`src/logic/fpm_regs.svh`:
```
// Timing constants and command codes for the flash power-mode and reset sequencer.
// Assumes a 10 MHz core clock; counts are derived from times in nanoseconds.
`ifndef FPM_REGS_SVH
`define FPM_REGS_SVH
`define FPM_CLK_PERIOD_NS 100
`define FPM_CMD_DEEP_SLEEP 8'hB9
`define FPM_CMD_WAKE 8'hAB
`define FPM_CFG_QUAD_BIT 1
`define FPM_STATUS_WIP_BIT 0
`define FPM_DESELECT_TIME_NS 50
`define FPM_DESELECT_CYC ((`FPM_DESELECT_TIME_NS + `FPM_CLK_PERIOD_NS - 1) / `FPM_CLK_PERIOD_NS)
`define FPM_RESET_PULSE_WIDTH_NS 200
`define FPM_RESET_PULSE_CYC ((`FPM_RESET_PULSE_WIDTH_NS + `FPM_CLK_PERIOD_NS - 1) / `FPM_CLK_PERIOD_NS)
`define FPM_RESET_PULSE_HOLD_NS 35000
`define FPM_RESET_PULSE_HOLD_CYC ((`FPM_RESET_PULSE_HOLD_NS + `FPM_CLK_PERIOD_NS - 1) / `FPM_CLK_PERIOD_NS)
`define FPM_POWERUP_DELAY_NS 300000
`define FPM_POWERUP_DELAY_CYC ((`FPM_POWERUP_DELAY_NS + `FPM_CLK_PERIOD_NS - 1) / `FPM_CLK_PERIOD_NS)
`define FPM_WAKE_DELAY_NS 30000
`define FPM_WAKE_DELAY_CYC ((`FPM_WAKE_DELAY_NS + `FPM_CLK_PERIOD_NS - 1) / `FPM_CLK_PERIOD_NS)
`endif

```
`src/logic/fpm_pkg.sv`:
```
// Types for the flash power-mode and reset sequencer.
// Assumes nothing beyond the constants header.
package fpm_pkg;
    typedef enum logic [2:0] {
        FPM_POWERUP = 3'h0,
        FPM_STANDBY = 3'h1,
        FPM_ACTIVE = 3'h2,
        FPM_DEEP_SLEEP = 3'h3,
        FPM_WAKING = 3'h4,
        FPM_HW_RESET = 3'h5
    } fpm_state_type;
endpackage : fpm_pkg

```
`src/logic/fpm_power_ctrl.sv`:
```
// Power-mode and reset sequencer of a serial flash: active, standby, deep sleep, power-up
// and hardware reset, with the shared data line three acting as reset input.
// Assumes chip select and reset pin arrive asynchronously; opcode, status
// and configuration come from core logic on clk_i, cmd_valid_i a one-cycle pulse.
// Operation
// - Chip select low means selected and in active power state; code goes active only from standby, not in deep sleep, wake, power-up or reset.
// - After deselect stay active while program, erase or write runs; then standby.
// - Deep-sleep opcode puts the device into deep sleep.
// - Deep-sleep opcode accepted only while write-in-progress flag reads zero.
// - In deep sleep only wake opcode is honoured; standby after wake delay.
// - After power-up run reset sequence for power-up delay before operating.
// - Reset pin acts as reset only after deselect time, or when quad bit zero.
// - Reset input ignored throughout the power-on reset sequence.
// - Reset low for pulse width aborts, tristates, blocks commands for hold period.
`timescale 1ns/1ps
`default_nettype none
`include "fpm_regs.svh"
module fpm_power_ctrl
    import fpm_pkg::*;
#(
    parameter int POWERUP_CYC = `FPM_POWERUP_DELAY_CYC,
    parameter int RESET_HOLD_CYC = `FPM_RESET_PULSE_HOLD_CYC,
    parameter int WAKE_CYC = `FPM_WAKE_DELAY_CYC
) (
    input wire logic clk_i,
    input wire logic rst_i,
    input wire logic chip_select_n_i,
    input wire logic shared_dataline_reset_pin_i,
    input wire logic cmd_valid_i,
    input wire logic [7:0] cmd_opcode_i,
    input wire logic [7:0] volatile_status_reg_one_i,
    input wire logic [7:0] volatile_config_reg_one_i,
    input wire logic embedded_busy_i,
    output logic active_power_o,
    output logic standby_o,
    output logic deep_sleep_mode_o,
    output logic powerup_busy_o,
    output logic hw_reset_o,
    output logic abort_o,
    output logic outputs_tristate_o,
    output logic cmd_enable_o,
    output logic reset_input_enabled_o
);
    localparam int DESEL_CYC = `FPM_DESELECT_CYC;
    localparam int PULSE_CYC = `FPM_RESET_PULSE_CYC;

    logic cs_n_s;
    logic rst_pin_s;
    fpm_state_type state;
    fpm_state_type next_state;
    logic [31:0] timer;
    logic [31:0] next_timer;
    logic [7:0] desel_cnt;
    logic [7:0] next_desel_cnt;
    logic [7:0] low_cnt;
    logic [7:0] next_low_cnt;
    logic next_active;
    logic next_standby;
    logic next_deep;
    logic next_pu;
    logic next_hwr;
    logic next_abort;
    logic next_cmd_en;
    logic next_rst_en;
    logic busy;
    logic rst_en;
    logic reset_fire;

    fpm_sync #(.RESET_VALUE(1'b1)) u_cs_sync (
        .clk_i(clk_i),
        .rst_i(rst_i),
        .async_i(chip_select_n_i),
        .sync_o(cs_n_s)
    );

    fpm_sync #(.RESET_VALUE(1'b1)) u_rst_sync (
        .clk_i(clk_i),
        .rst_i(rst_i),
        .async_i(shared_dataline_reset_pin_i),
        .sync_o(rst_pin_s)
    );

    always_comb begin
        busy = embedded_busy_i | volatile_status_reg_one_i[`FPM_STATUS_WIP_BIT];
        // Reset pin is a reset input after the deselect time or outside quad mode.
        rst_en = (cs_n_s && (desel_cnt >= 8'(DESEL_CYC)))
            || !volatile_config_reg_one_i[`FPM_CFG_QUAD_BIT];
        reset_fire = rst_en && (low_cnt >= 8'(PULSE_CYC)) && (state != FPM_POWERUP)
            && (state != FPM_HW_RESET);
        next_desel_cnt = cs_n_s ? ((desel_cnt == 8'hFF) ? desel_cnt : desel_cnt + 8'h01)
            : 8'h00;
        next_low_cnt = (!rst_pin_s && rst_en)
            ? ((low_cnt == 8'hFF) ? low_cnt : low_cnt + 8'h01) : 8'h00;
        next_state = state;
        next_timer = (timer == 32'h0) ? timer : timer - 32'h1;
        case (state)
            FPM_POWERUP: begin
                // Power-up runs for its full delay and ignores the reset pin.
                if (timer == 32'h0) begin
                    next_state = FPM_STANDBY;
                end
            end
            FPM_STANDBY: begin
                if (reset_fire) begin
                    next_state = FPM_HW_RESET;
                    next_timer = 32'(RESET_HOLD_CYC);
                end else if (cmd_valid_i && cmd_opcode_i == `FPM_CMD_DEEP_SLEEP
                        && !busy) begin
                    next_state = FPM_DEEP_SLEEP;
                end else if (!cs_n_s || busy) begin
                    next_state = FPM_ACTIVE;
                end
            end
            FPM_ACTIVE: begin
                if (reset_fire) begin
                    next_state = FPM_HW_RESET;
                    next_timer = 32'(RESET_HOLD_CYC);
                end else if (cmd_valid_i && cmd_opcode_i == `FPM_CMD_DEEP_SLEEP
                        && !busy) begin
                    next_state = FPM_DEEP_SLEEP;
                end else if (cs_n_s && !busy) begin
                    next_state = FPM_STANDBY;
                end
            end
            FPM_DEEP_SLEEP: begin
                if (reset_fire) begin
                    next_state = FPM_HW_RESET;
                    next_timer = 32'(RESET_HOLD_CYC);
                end else if (cmd_valid_i && cmd_opcode_i == `FPM_CMD_WAKE) begin
                    next_state = FPM_WAKING;
                    next_timer = 32'(WAKE_CYC);
                end
            end
            FPM_WAKING: begin
                if (reset_fire) begin
                    next_state = FPM_HW_RESET;
                    next_timer = 32'(RESET_HOLD_CYC);
                end else if (timer == 32'h0) begin
                    next_state = FPM_STANDBY;
                end
            end
            FPM_HW_RESET: begin
                if (timer == 32'h0) begin
                    next_state = FPM_STANDBY;
                end
            end
            default: begin
                next_state = FPM_POWERUP;
                next_timer = 32'(POWERUP_CYC);
            end
        endcase
        next_active = (next_state == FPM_ACTIVE);
        next_standby = (next_state == FPM_STANDBY);
        next_deep = (next_state == FPM_DEEP_SLEEP) || (next_state == FPM_WAKING);
        next_pu = (next_state == FPM_POWERUP);
        next_hwr = (next_state == FPM_HW_RESET);
        next_abort = reset_fire && (state != FPM_HW_RESET);
        next_cmd_en = (next_state == FPM_STANDBY) || (next_state == FPM_ACTIVE);
        next_rst_en = rst_en && (next_state != FPM_POWERUP);
    end

    always_ff @(posedge clk_i or posedge rst_i) begin
        if (rst_i) begin
            state <= FPM_POWERUP;
            timer <= 32'(POWERUP_CYC);
            desel_cnt <= 8'h00;
            low_cnt <= 8'h00;
            active_power_o <= 1'b0;
            standby_o <= 1'b0;
            deep_sleep_mode_o <= 1'b0;
            powerup_busy_o <= 1'b1;
            hw_reset_o <= 1'b0;
            abort_o <= 1'b0;
            outputs_tristate_o <= 1'b1;
            cmd_enable_o <= 1'b0;
            reset_input_enabled_o <= 1'b0;
        end else begin
            state <= next_state;
            timer <= next_timer;
            desel_cnt <= next_desel_cnt;
            low_cnt <= next_low_cnt;
            active_power_o <= next_active;
            standby_o <= next_standby;
            deep_sleep_mode_o <= next_deep;
            powerup_busy_o <= next_pu;
            hw_reset_o <= next_hwr;
            abort_o <= next_abort;
            outputs_tristate_o <= next_hwr || next_pu;
            cmd_enable_o <= next_cmd_en;
            reset_input_enabled_o <= next_rst_en;
        end
    end
endmodule : fpm_power_ctrl
`default_nettype wire

```
`src/logic/fpm_sync.sv`:
```
// Two flip-flop synchroniser for a level coming from outside the clock domain.
// Assumes the level is stable for several core clock periods.
`timescale 1ns/1ps
`default_nettype none
module fpm_sync #(
    parameter logic RESET_VALUE = 1'b0
) (
    input wire logic clk_i,
    input wire logic rst_i,
    input wire logic async_i,
    output logic sync_o
);
    logic meta;
    logic next_meta;
    logic next_sync;

    always_comb begin
        next_meta = async_i;
        next_sync = meta;
    end

    always_ff @(posedge clk_i or posedge rst_i) begin
        if (rst_i) begin
            meta <= RESET_VALUE;
            sync_o <= RESET_VALUE;
        end else begin
            meta <= next_meta;
            sync_o <= next_sync;
        end
    end
endmodule : fpm_sync
`default_nettype wire

```
`config.mk`:
```
export PLATFORM = sky130hd
export DESIGN_NAME = fpm_power_ctrl
export DESIGN_NICKNAME = d
export VERILOG_FILES = /design/src/logic/fpm_pkg.sv /design/src/logic/fpm_power_ctrl.sv /design/src/logic/fpm_sync.sv
export VERILOG_INCLUDE_DIRS = /design/src /design/src/logic
export SDC_FILE = /design/constraint.sdc
export NUM_CORES = 1
export LEC_CHECK = 0
export BUFFER_PORTS_ARGS = -buffer_cell sky130_fd_sc_hd__buf_2
export CAP_MARGIN = 5
export CORE_ASPECT_RATIO = 0.5
export CORE_UTILIZATION = 62
export DETAILED_ROUTE_END_ITERATION = 8
export PLACE_DENSITY_LB_ADDON = 0.15
export SETUP_SLACK_MARGIN = 0.3
export SYNTH_ARGS = -nofsm -noshare
export SYNTH_HDL_FRONTEND = slang
export SYNTH_SLANG_ARGS = --single-unit
```
`constraint.sdc`:
```
create_clock -name clk_i -period 5.78 [get_ports clk_i]
set_input_delay 0.289 -clock clk_i [delete_from_list [all_inputs] [get_ports clk_i]]
set_output_delay 0.289 -clock clk_i [all_outputs]
set_load 0.05 [all_outputs]
```
==> results of run 1 <==
## state kept, by name, indices dropped and copies added (netlist names)
register	flops
timer	32
desel_cnt	8
low_cnt	8
state	3
abort_o	1
active_power_o	1
cmd_enable_o	1
deep_sleep_mode_o	1
hw_reset_o	1
outputs_tristate_o	1
powerup_busy_o	1
reset_input_enabled_o	1
standby_o	1
u_cs_sync.meta	1
u_cs_sync.sync_o	1
u_rst_sync.meta	1
u_rst_sync.sync_o	1
## metrics by stage
step	worst slack [ns]	power [mW]	cells	instance area, sq um
after detailed placement	2.64	1.30	415	3470
after global placement	2.74	1.27	415	3470
after CTS	2.61	1.69	431	3670
after global routing	2.36	1.79	431	3670
after floorplan	3.38	1.19	331	3310
final	2.63	1.69	431	3670
## power by group
| part | switching [mW] | total, mW | internal (mW) |
|---|---|---|---|
| registers | 0.142 | 0.748 | 0.606 |
| clock network | 0.158 | 0.379 | 0.222 |
| logic | 0.340 | 0.560 | 0.220 |
## worst max path at each step
stage	start	to	slack, ns
floorplan	low_cnt[0]	timer[3]	3.38
global placement	desel_cnt[0]	timer[3]	2.74
detailed placement	desel_cnt[0]	timer[3]	2.64
CTS	desel_cnt[0]	timer[3]	2.61
global route	desel_cnt[0]	timer[3]	2.36
finish	desel_cnt[0]	timer[3]	2.63
## placed cells by master, fill, tap and decap left out, types with 9 or more instances in the layout
cell type / netlist / final
inv_1: 10 / 9
nand2_1: 13 / 13
nor2_1: 51 / 51
dfrtp_1: 51 / 51
buf_2: 2 / 24
dfstp_2: 13 / 13
xor2_1: 16 / 16
clkbuf_8: 0 / 11
nand3_1: 9 / 9
nor3_1: 13 / 13
xnor2_1: 19 / 19
a21oi_1: 13 / 13
## logic make-up after synthesis
kind of cell / after synthesis / synth area share [%]
flip-flops: 64 / 48.9
AO/OA/AOI/OAI: 47 / 10.1
XOR/XNOR: 35 / 9.26
adder cells (fa/ha/maj): 6 / 2.27
buffers and inverters: 22 / 2.80
AND/OR/NAND/NOR: 157 / 26.8
## worst max-delay path: stages, from the launching register on
cell      delay [ns]
dfrtp_1         0.42
inv_1           0.12
ha_1            0.15
nor4b_1         0.33
a21boi_1        0.16
nor2_2          0.23
or2_1           0.19
inv_2           0.10
nor2_1          0.24
nor2_1          0.08
o22a_1          0.52
or3b_1          0.51
## layer usage
| layer | track usage (%) | vias to the layer above | part of all wire, % |
|---|---|---|---|
| met1 | 31.4 | 1230 | 48 |
| met2 | 40.7 | 43 | 47 |
| met4 | 7.98 | 0 | 0.79 |
| met5 | 0 | - | 0 |
| li1 | - | 1215 | - |
| met3 | 7.87 | 9 | 3.9 |
## layout make-up
type	instances	area, sq um	area share (%)
Sequential cell	64	1620	44.0
Multi-Input combinational cell	245	1600	43.6
Clock buffer	13	159	4.33
Timing Repair Buffer	25	128	3.47
Tap cell	70	87.6	2.38
Inverter	11	41.3	1.12
Clock inverter	3	40.0	1.09
==> results.yml, run 1 <==
timing:
  maxSlewViolCount: 0
  setup_violations: 0
  fmax_ghz: 0.318
  post-route-min-period_ns: 3.15
  finalCritPeriodShare_pct: 54.4
  tightestPinTransition_ns: 0.890
  tns_ns: 0
  fin_skew_ns: 0.00649
  whs_ns: 0.0508
  relSlewSlack_pct: 40.7
  rsz0062_at_grt: "false"
  hold_violations: 0
floorplanning:
  start_util_pct: 65.9
  die-area_sq_mm: 0.00565
  coreArea_sq_mm: 0.00502
  chipHeight_um: 53.7
  rows: 18
  ios: 39
  chipWidth_um: 105
route:
  num_vias: 2497
  viasPerCell: 5.79
  drt_first_pass_iters: 4
  drtAntennaViolNets: 0
  drt_iter0_markers: 141
  route.detailed.drc: 0
  post_drt_wl_per_cell_um: 15.0
  wl_mm: 6.48
global_route:
  gr-total-overflow: 0
  antenna_found_initial: 0
  grt_pass1_wl_mm: 10.4
  grt_max_degree: 65
  track_usage_pct: 24.5
  grt_pass1_vias: 2252
placement:
  portBuffers: 24
  hpwl_mm: 4.39
  place.gp.congestion: 0.790
clock_tree:
  cts-resized-gates: 0
  cts_buffer_depth: 2
  clk_pin_slew_ns: 0.07
  cts_hold_buf: 0
  ctsHtreeMaxLevel: 3
  cts-root-buf: "clkbuf_8"
  postCtsSetupBuffers: 0
  cts_buffers: 9
  cts_tree: "built"
  cts_sinks: 64
  clk_latency_ns: 0.33
setup_path:
  ff2ff_path_depth: 11
  arrival_ns: 3.39
  regToRegStartpoint: "desel_cnt[0]"
  reg2reg_setup_slack_ns: 2.63
  critPathRequiredTime_ns: 6.03
  cp-start-kind: "register"
  crit_type: "reg -> reg"
  worstPathMaxFanout: 27
  cp-end-kind: "register"
  reg2reg_to: "timer[3]"
min_path:
  hold_class: "in -> reg"
  min_path_cells: 1
  worstHoldStart: "shared_dataline_reset_pin_i"
  min_to: "u_rst_sync.meta"
logic_synthesis:
  syn_nets: 367
  yosysWarningCount: 0
  ys.flop_type: "dfrtp_1"
  synth_area_leaders: "dfrtp_1 39%, dfstp_2 10%, nor2_1 5.8%, xnor2_1 5.0%, xor2_1 4.2%"
  synth-edff-count: 0
  yosysTopAreaCell: "dfrtp_1"
  netlist_instances: 331
  synth_seq_cells: 64
  synth_area_sq_mm: 0.00331
  synth_top_area_share_pct: 38.5
  synthDistinctLibCells: 55
  yosysSeqAreaShare_pct: 48.9
  async_flop_share_pct: 100
  synth_common_cells: "51 x dfrtp_1, 51 x nor2_1, 19 x xnor2_1, 16 x xor2_1"
  syn_area_per_cell_sq_um: 10.0
final_layout:
  nFillCells: 373
  utilization_pct: 73.1
  antenna-diode-count: 0
  drive_above_1_share_pct: 18.8
  syn_to_final_growth_pct: 11.0
  nNetsFinal: 392
status:
  status: "complete, no violations"
power:
  leakage_nw: 1.66
  peakVddDrop_mv: 0.337
  p_per_area_mw_per_mm2: 459
job:
  maxCapViolCount: 0
Note: power is estimated with default switching activity, not from simulation.
==> inputs of run 2 (changes only) <==
CORE_UTILIZATION = 58   (was 62)
clock period = 3.3 ns   (was 5.78 ns; I/O delays follow)
==> results.yml, run 2 (synthesized netlist as in run 1, its figures left out) <==
placement:
  portBuffers: 24
  hpwl_mm: 4.46
  place.gp.congestion: 0.794
  dp.cells: 421
timing:
  setup_violations: 0
  tns_ns: 0
  finalCritPeriodShare_pct: 84.7
  hold_violations: 0
  relSlewSlack_pct: 50.2
  maxSlewViolCount: 0
  rsz0062_at_grt: "false"
  fmax_ghz: 0.358
  fin_skew_ns: 0.00442
  tightestPinTransition_ns: 0.746
  post-route-min-period_ns: 2.79
route:
  route.detailed.drc: 0
  wl_mm: 6.65
  post_drt_wl_per_cell_um: 15.1
  drtAntennaViolNets: 0
  num_vias: 2518
  drt_iter0_markers: 155
  viasPerCell: 5.71
  drt_first_pass_iters: 6
final_layout:
  reg.largest.list: "timer x32, desel_cnt x8, low_cnt x8"
  final_cell_mix: "51 x dfrtp_1, 50 x nor2_1, 24 x buf_2"
  stdcell_count: 441
  largest_reg_flops: 32
  drive_above_1_share_pct: 20.1
  syn_to_final_growth_pct: 15.6
  layout_commonest_cell: "dfrtp_1"
  nFillCells: 398
  nNetsFinal: 399
  regMostFlops: "timer"
  multi_input_area_sq_mm: 0.00160
  antenna-diode-count: 0
  regArea_sq_mm: 0.00162
global_route:
  track_usage_pct: 25.3
  antenna_found_initial: 0
  gr-total-overflow: 0
  grt_pass1_vias: 2541
  grt_max_degree: 35
  grt_pass1_wl_mm: 11.3
power:
  power.total_mw: 3.20
  peakVddDrop_mv: 0.589
  p_per_area_mw_per_mm2: 837
  leakage_nw: 1.73
floorplanning:
  chipHeight_um: 55.4
  chipWidth_um: 109
  start_util_pct: 60.3
  ios: 39
  coreArea_sq_mm: 0.00549
  rows: 19
  die-area_sq_mm: 0.00603
clock_tree:
  cts_buffer_depth: 2
  clk_pin_slew_ns: 0.05
  cts_sinks: 64
  cts-root-buf: "clkbuf_16"
  cts_buffers: 9
  cts_tree: "built"
  ctsHtreeMaxLevel: 3
  clk_latency_ns: 0.33
status:
  status: "complete, no violations"
setup_path:
  crit_type: "reg -> reg"
  cp-end-kind: "register"
  worstPathMaxFanout: 15
  cp-start-kind: "register"
  critPathRequiredTime_ns: 3.55
  arrival_ns: 3.05
job:
  maxCapViolCount: 0
min_path:
  hold_class: "in -> reg"
run 2: cell types whose count changed in the layout (fill, tap and decap cells not counted), moves of 3 or more:
cell / previous run / this run
clkbuf_16: 0 / 9
clkbuf_8: 11 / 3
buf_4: 1 / 5
dlygate4sd3_1: 0 / 3
run 2: power breakdown:
group / switching, mW / leakage (nW) / total [mW] / internal, mW
Clock: 0.326 / 0.145 / 0.891 / 0.565
Combinational: 0.598 / 0.763 / 1.00 / 0.406
Sequential: 0.243 / 0.824 / 1.31 / 1.06
Total: 1.17 / 1.73 / 3.20 / 2.03
run 2: area by class of cell:
class,count,area share (%)
Multi-Input combinational cell,245,41.9
Clock inverter,3,0.392
Inverter,11,1.08
Tap cell,73,2.39
Sequential cell,64,42.3
Clock buffer,13,7.06
Timing Repair Buffer,32,4.91
run 2: timing repair:
item	in CTS	in global routing
hold buffers	3	0
endpoints found under the hold margin	26	0
setup endpoints to repair	0	13
resized for setup	0	1
setup buffers	0	1
run 2: worst max-delay path, stage by stage, from the launching register on:
cell	delay, ns
dfrtp_1	0.41
inv_1	0.10
ha_1	0.15
nor4b_1	0.30
a21boi_1	0.18
nor2_2	0.19
or2_1	0.18
inv_2	0.12
nor2_2	0.20
nor2_1	0.06
o22a_1	0.35
buf_4	0.27
o21ai_0	0.19
run 2: final timing paths:
path / slack, ns / cells past startpoint / startpoint / end
worst max register to register: 0.51 / 12 / desel_cnt[0] / timer[7]
worst min-delay path: 0.29 / 5 / volatile_config_reg_one_i[1] / reset_input_enabled_o
max in group asynchronous: 1.87 / 4 / rst_i / timer[3]
worst min register to register: 0.35 / 0 / u_cs_sync.meta / u_cs_sync.sync_o
min in group asynchronous: 0.51 / 3 / rst_i / abort_o
worst max-delay path: 0.51 / 12 / desel_cnt[0] / timer[7]
run 2: through the flow:
stage / cell area [sq um] / utilization (%) / setup slack, ns / hold WS (ns)
after detailed placement: 3500 / 63.8 / 0.395 / 0.272
after floorplan: 3310 / - / 0.899 / 0.169
final: 3830 / 69.7 / 0.506 / 0.294
after CTS: 3820 / 69.5 / 0.384 / 0.177
after global placement: 3500 / 63.8 / 0.539 / 0.270
after global routing: 3830 / 69.7 / 0.316 / 0.327
run 2: metal layers:
layer  vias up  track usage (%)  wire length [um]
met4         0             9.65                97
met3        11             10.4               375
met1      1218             31.7              2990
met2        63             39.1              3190
li1       1226                -                 -
met5         -                0                 0
==> inputs of run 3 (changes only) <==
clock period = 2.81 ns   (was 3.3 ns; I/O delays follow)
==> results.yml, run 3 (synthesized netlist as in run 1, its figures left out) <==
timing:
  finalCritPeriodShare_pct: 88.6
  tns_ns: 0
  post-route-min-period_ns: 2.49
  rsz0062_at_grt: "true"
  hold_violations: 0
  setup_violations: 0
  fmax_ghz: 0.402
  maxSlewViolCount: 0
  postLayoutSetupSlackWorst_ns: 0.320
  relSlewSlack_pct: 47.6
  fin_skew_ns: 0.00791
  tightestPinTransition_ns: 0.785
final_layout:
  nFillCells: 403
  utilization_pct: 72.7
  drive_above_1_share_pct: 25.0
  regMostFlops: "timer"
  nNetsFinal: 407
  final_cell_mix: "51 x dfrtp_1, 50 x nor2_1, 24 x buf_2"
  antenna-diode-count: 0
  syn_to_final_growth_pct: 20.5
  layout_commonest_cell: "dfrtp_1"
  regArea_sq_mm: 0.00162
  finalInstanceArea_sq_mm: 0.00399
  multi_input_area_sq_mm: 0.00171
  reg.largest.list: "timer x32, desel_cnt x8, low_cnt x8"
  largest_reg_flops: 32
setup_path:
  worstPathMaxFanout: 6
  critPathTopFamily: "simple AND/OR/NAND/NOR gates"
  critPathSlowestCell: "or4b_4"
  path_cells: "inv_2 > ha_4 > or4b_4 > or4_4 > nor3_4 > a31oi_4 > o21ai_4 > and2_4 > o21a_1"
  reg2reg_setup_slack_ns: 0.32
  cp-start-kind: "register"
  arrival_ns: 2.76
  critPathMaxStageDelay_ns: 0.50
  critPathRequiredTime_ns: 3.08
  cp-end-kind: "register"
  crit_type: "reg -> reg"
  worst-path-buf-inv: 1
global_route:
  gr-total-overflow: 0
  grt_max_degree: 65
  grt_pass1_wl_mm: 11.3
  grt_pass1_vias: 2484
  antenna_found_initial: 0
  track_usage_pct: 24.9
floorplanning:
  rows: 19
  start_util_pct: 60.3
  chipWidth_um: 109
  ios: 39
  chipHeight_um: 55.4
  die-area_sq_mm: 0.00603
  coreArea_sq_mm: 0.00549
route:
  drt_iter0_markers: 183
  route.detailed.drc: 0
  wl_mm: 6.78
  viasPerCell: 5.64
  drt_first_pass_iters: 5
  post_drt_wl_per_cell_um: 15.1
  num_vias: 2531
  drtAntennaViolNets: 0
power:
  leakage_nw: 1.76
  intPower_mw: 2.45
  seqPwrFrac_pct: 40.0
  p_per_area_mw_per_mm2: 978
  clockPowerShare_pct: 26.0
  switching_share_pct: 37.3
  p_sw_mw: 1.46
  pwr-share-comb_pct: 34.0
  power.total_mw: 3.90
  peakVddDrop_mv: 0.783
job:
  maxCapViolCount: 0
min_path:
  hold_class: "in -> async"
clock_tree:
  cts_buffer_depth: 2
  cts_sinks: 64
  ctsHtreeMaxLevel: 3
  cts-root-buf: "clkbuf_16"
  cts_tree: "built"
  clk_pin_slew_ns: 0.05
  clk_latency_ns: 0.33
  cts_buffers: 9
placement:
  post-place-ws_ns: 0.178
  hpwl_mm: 4.44
  place.gp.congestion: 0.806
  portBuffers: 24
  placed_cell_area_sq_mm: 0.00353
status:
  status: "complete, no violations"
-- run 3: layout make-up --
| cell class | instances | share of cell area, % |
|---|---|---|
| multi-input combinational | 245 | 42.8 |
| sequential | 64 | 40.5 |
| clock buffer | 13 | 6.52 |
| timing repair buffer | 40 | 6.33 |
| tap | 73 | 2.29 |
| inverter | 11 | 1.10 |
| clock inverter | 3 | 0.439 |
-- run 3: worst min-delay path, cell delays in order --
cell   delay, ns
buf_2       0.10
inv_2       0.03
buf_4       0.60
-- run 3: repair_timing --
action,in CTS,in global routing
pin swaps,5,4
setup buffers,4,2
hold buffers,2,0
endpoints found under the hold margin,2,0
setup endpoints to repair,17,35
resized for setup,4,20
-- run 3: worst paths after layout --
check / to / from / cells past startpoint
min reg2reg: u_rst_sync.sync_o / u_rst_sync.meta / 0
max: outputs_tristate_o / timer[1] / 9
max reg2reg: outputs_tristate_o / timer[1] / 9
max in group asynchronous: deep_sleep_mode_o / rst_i / 3
min in group clk_i: timer[5] / cmd_opcode_i[1] / 5
min: abort_o / rst_i / 3
-- run 3: layer usage --
| metal | vias to the layer above | GRT usage, % | part of all wire, % |
|---|---|---|---|
| met5 | - | 0 | 0 |
| met4 | 0 | 9.27 | 0.81 |
| met3 | 9 | 6.61 | 3.2 |
| met2 | 45 | 38.3 | 49 |
| met1 | 1226 | 33.8 | 47 |
| li1 | 1251 | - | - |
-- run 3: metrics by stage --
step / instances / hold WS [ns]
floorplan: 331 / 0.145
global placement: 425 / 0.246
detailed placement: 425 / 0.247
CTS: 447 / 0.0756
global route: 449 / 0.147
finish: 449 / 0.0361
-- run 3: power groups by stage --
stage | Clock, mW | Combinational [mW] | Sequential, mW
3_3_place_gp | 0 | 1.13 | 1.52
3_5_place_dp | 0 | 1.16 | 1.54
4_1_cts | 1.04 | 1.21 | 1.53
5_1_grt | 1.08 | 1.46 | 1.59
6_report | 1.02 | 1.33 | 1.56
2_1_floorplan | 0 | 0.858 | 1.59
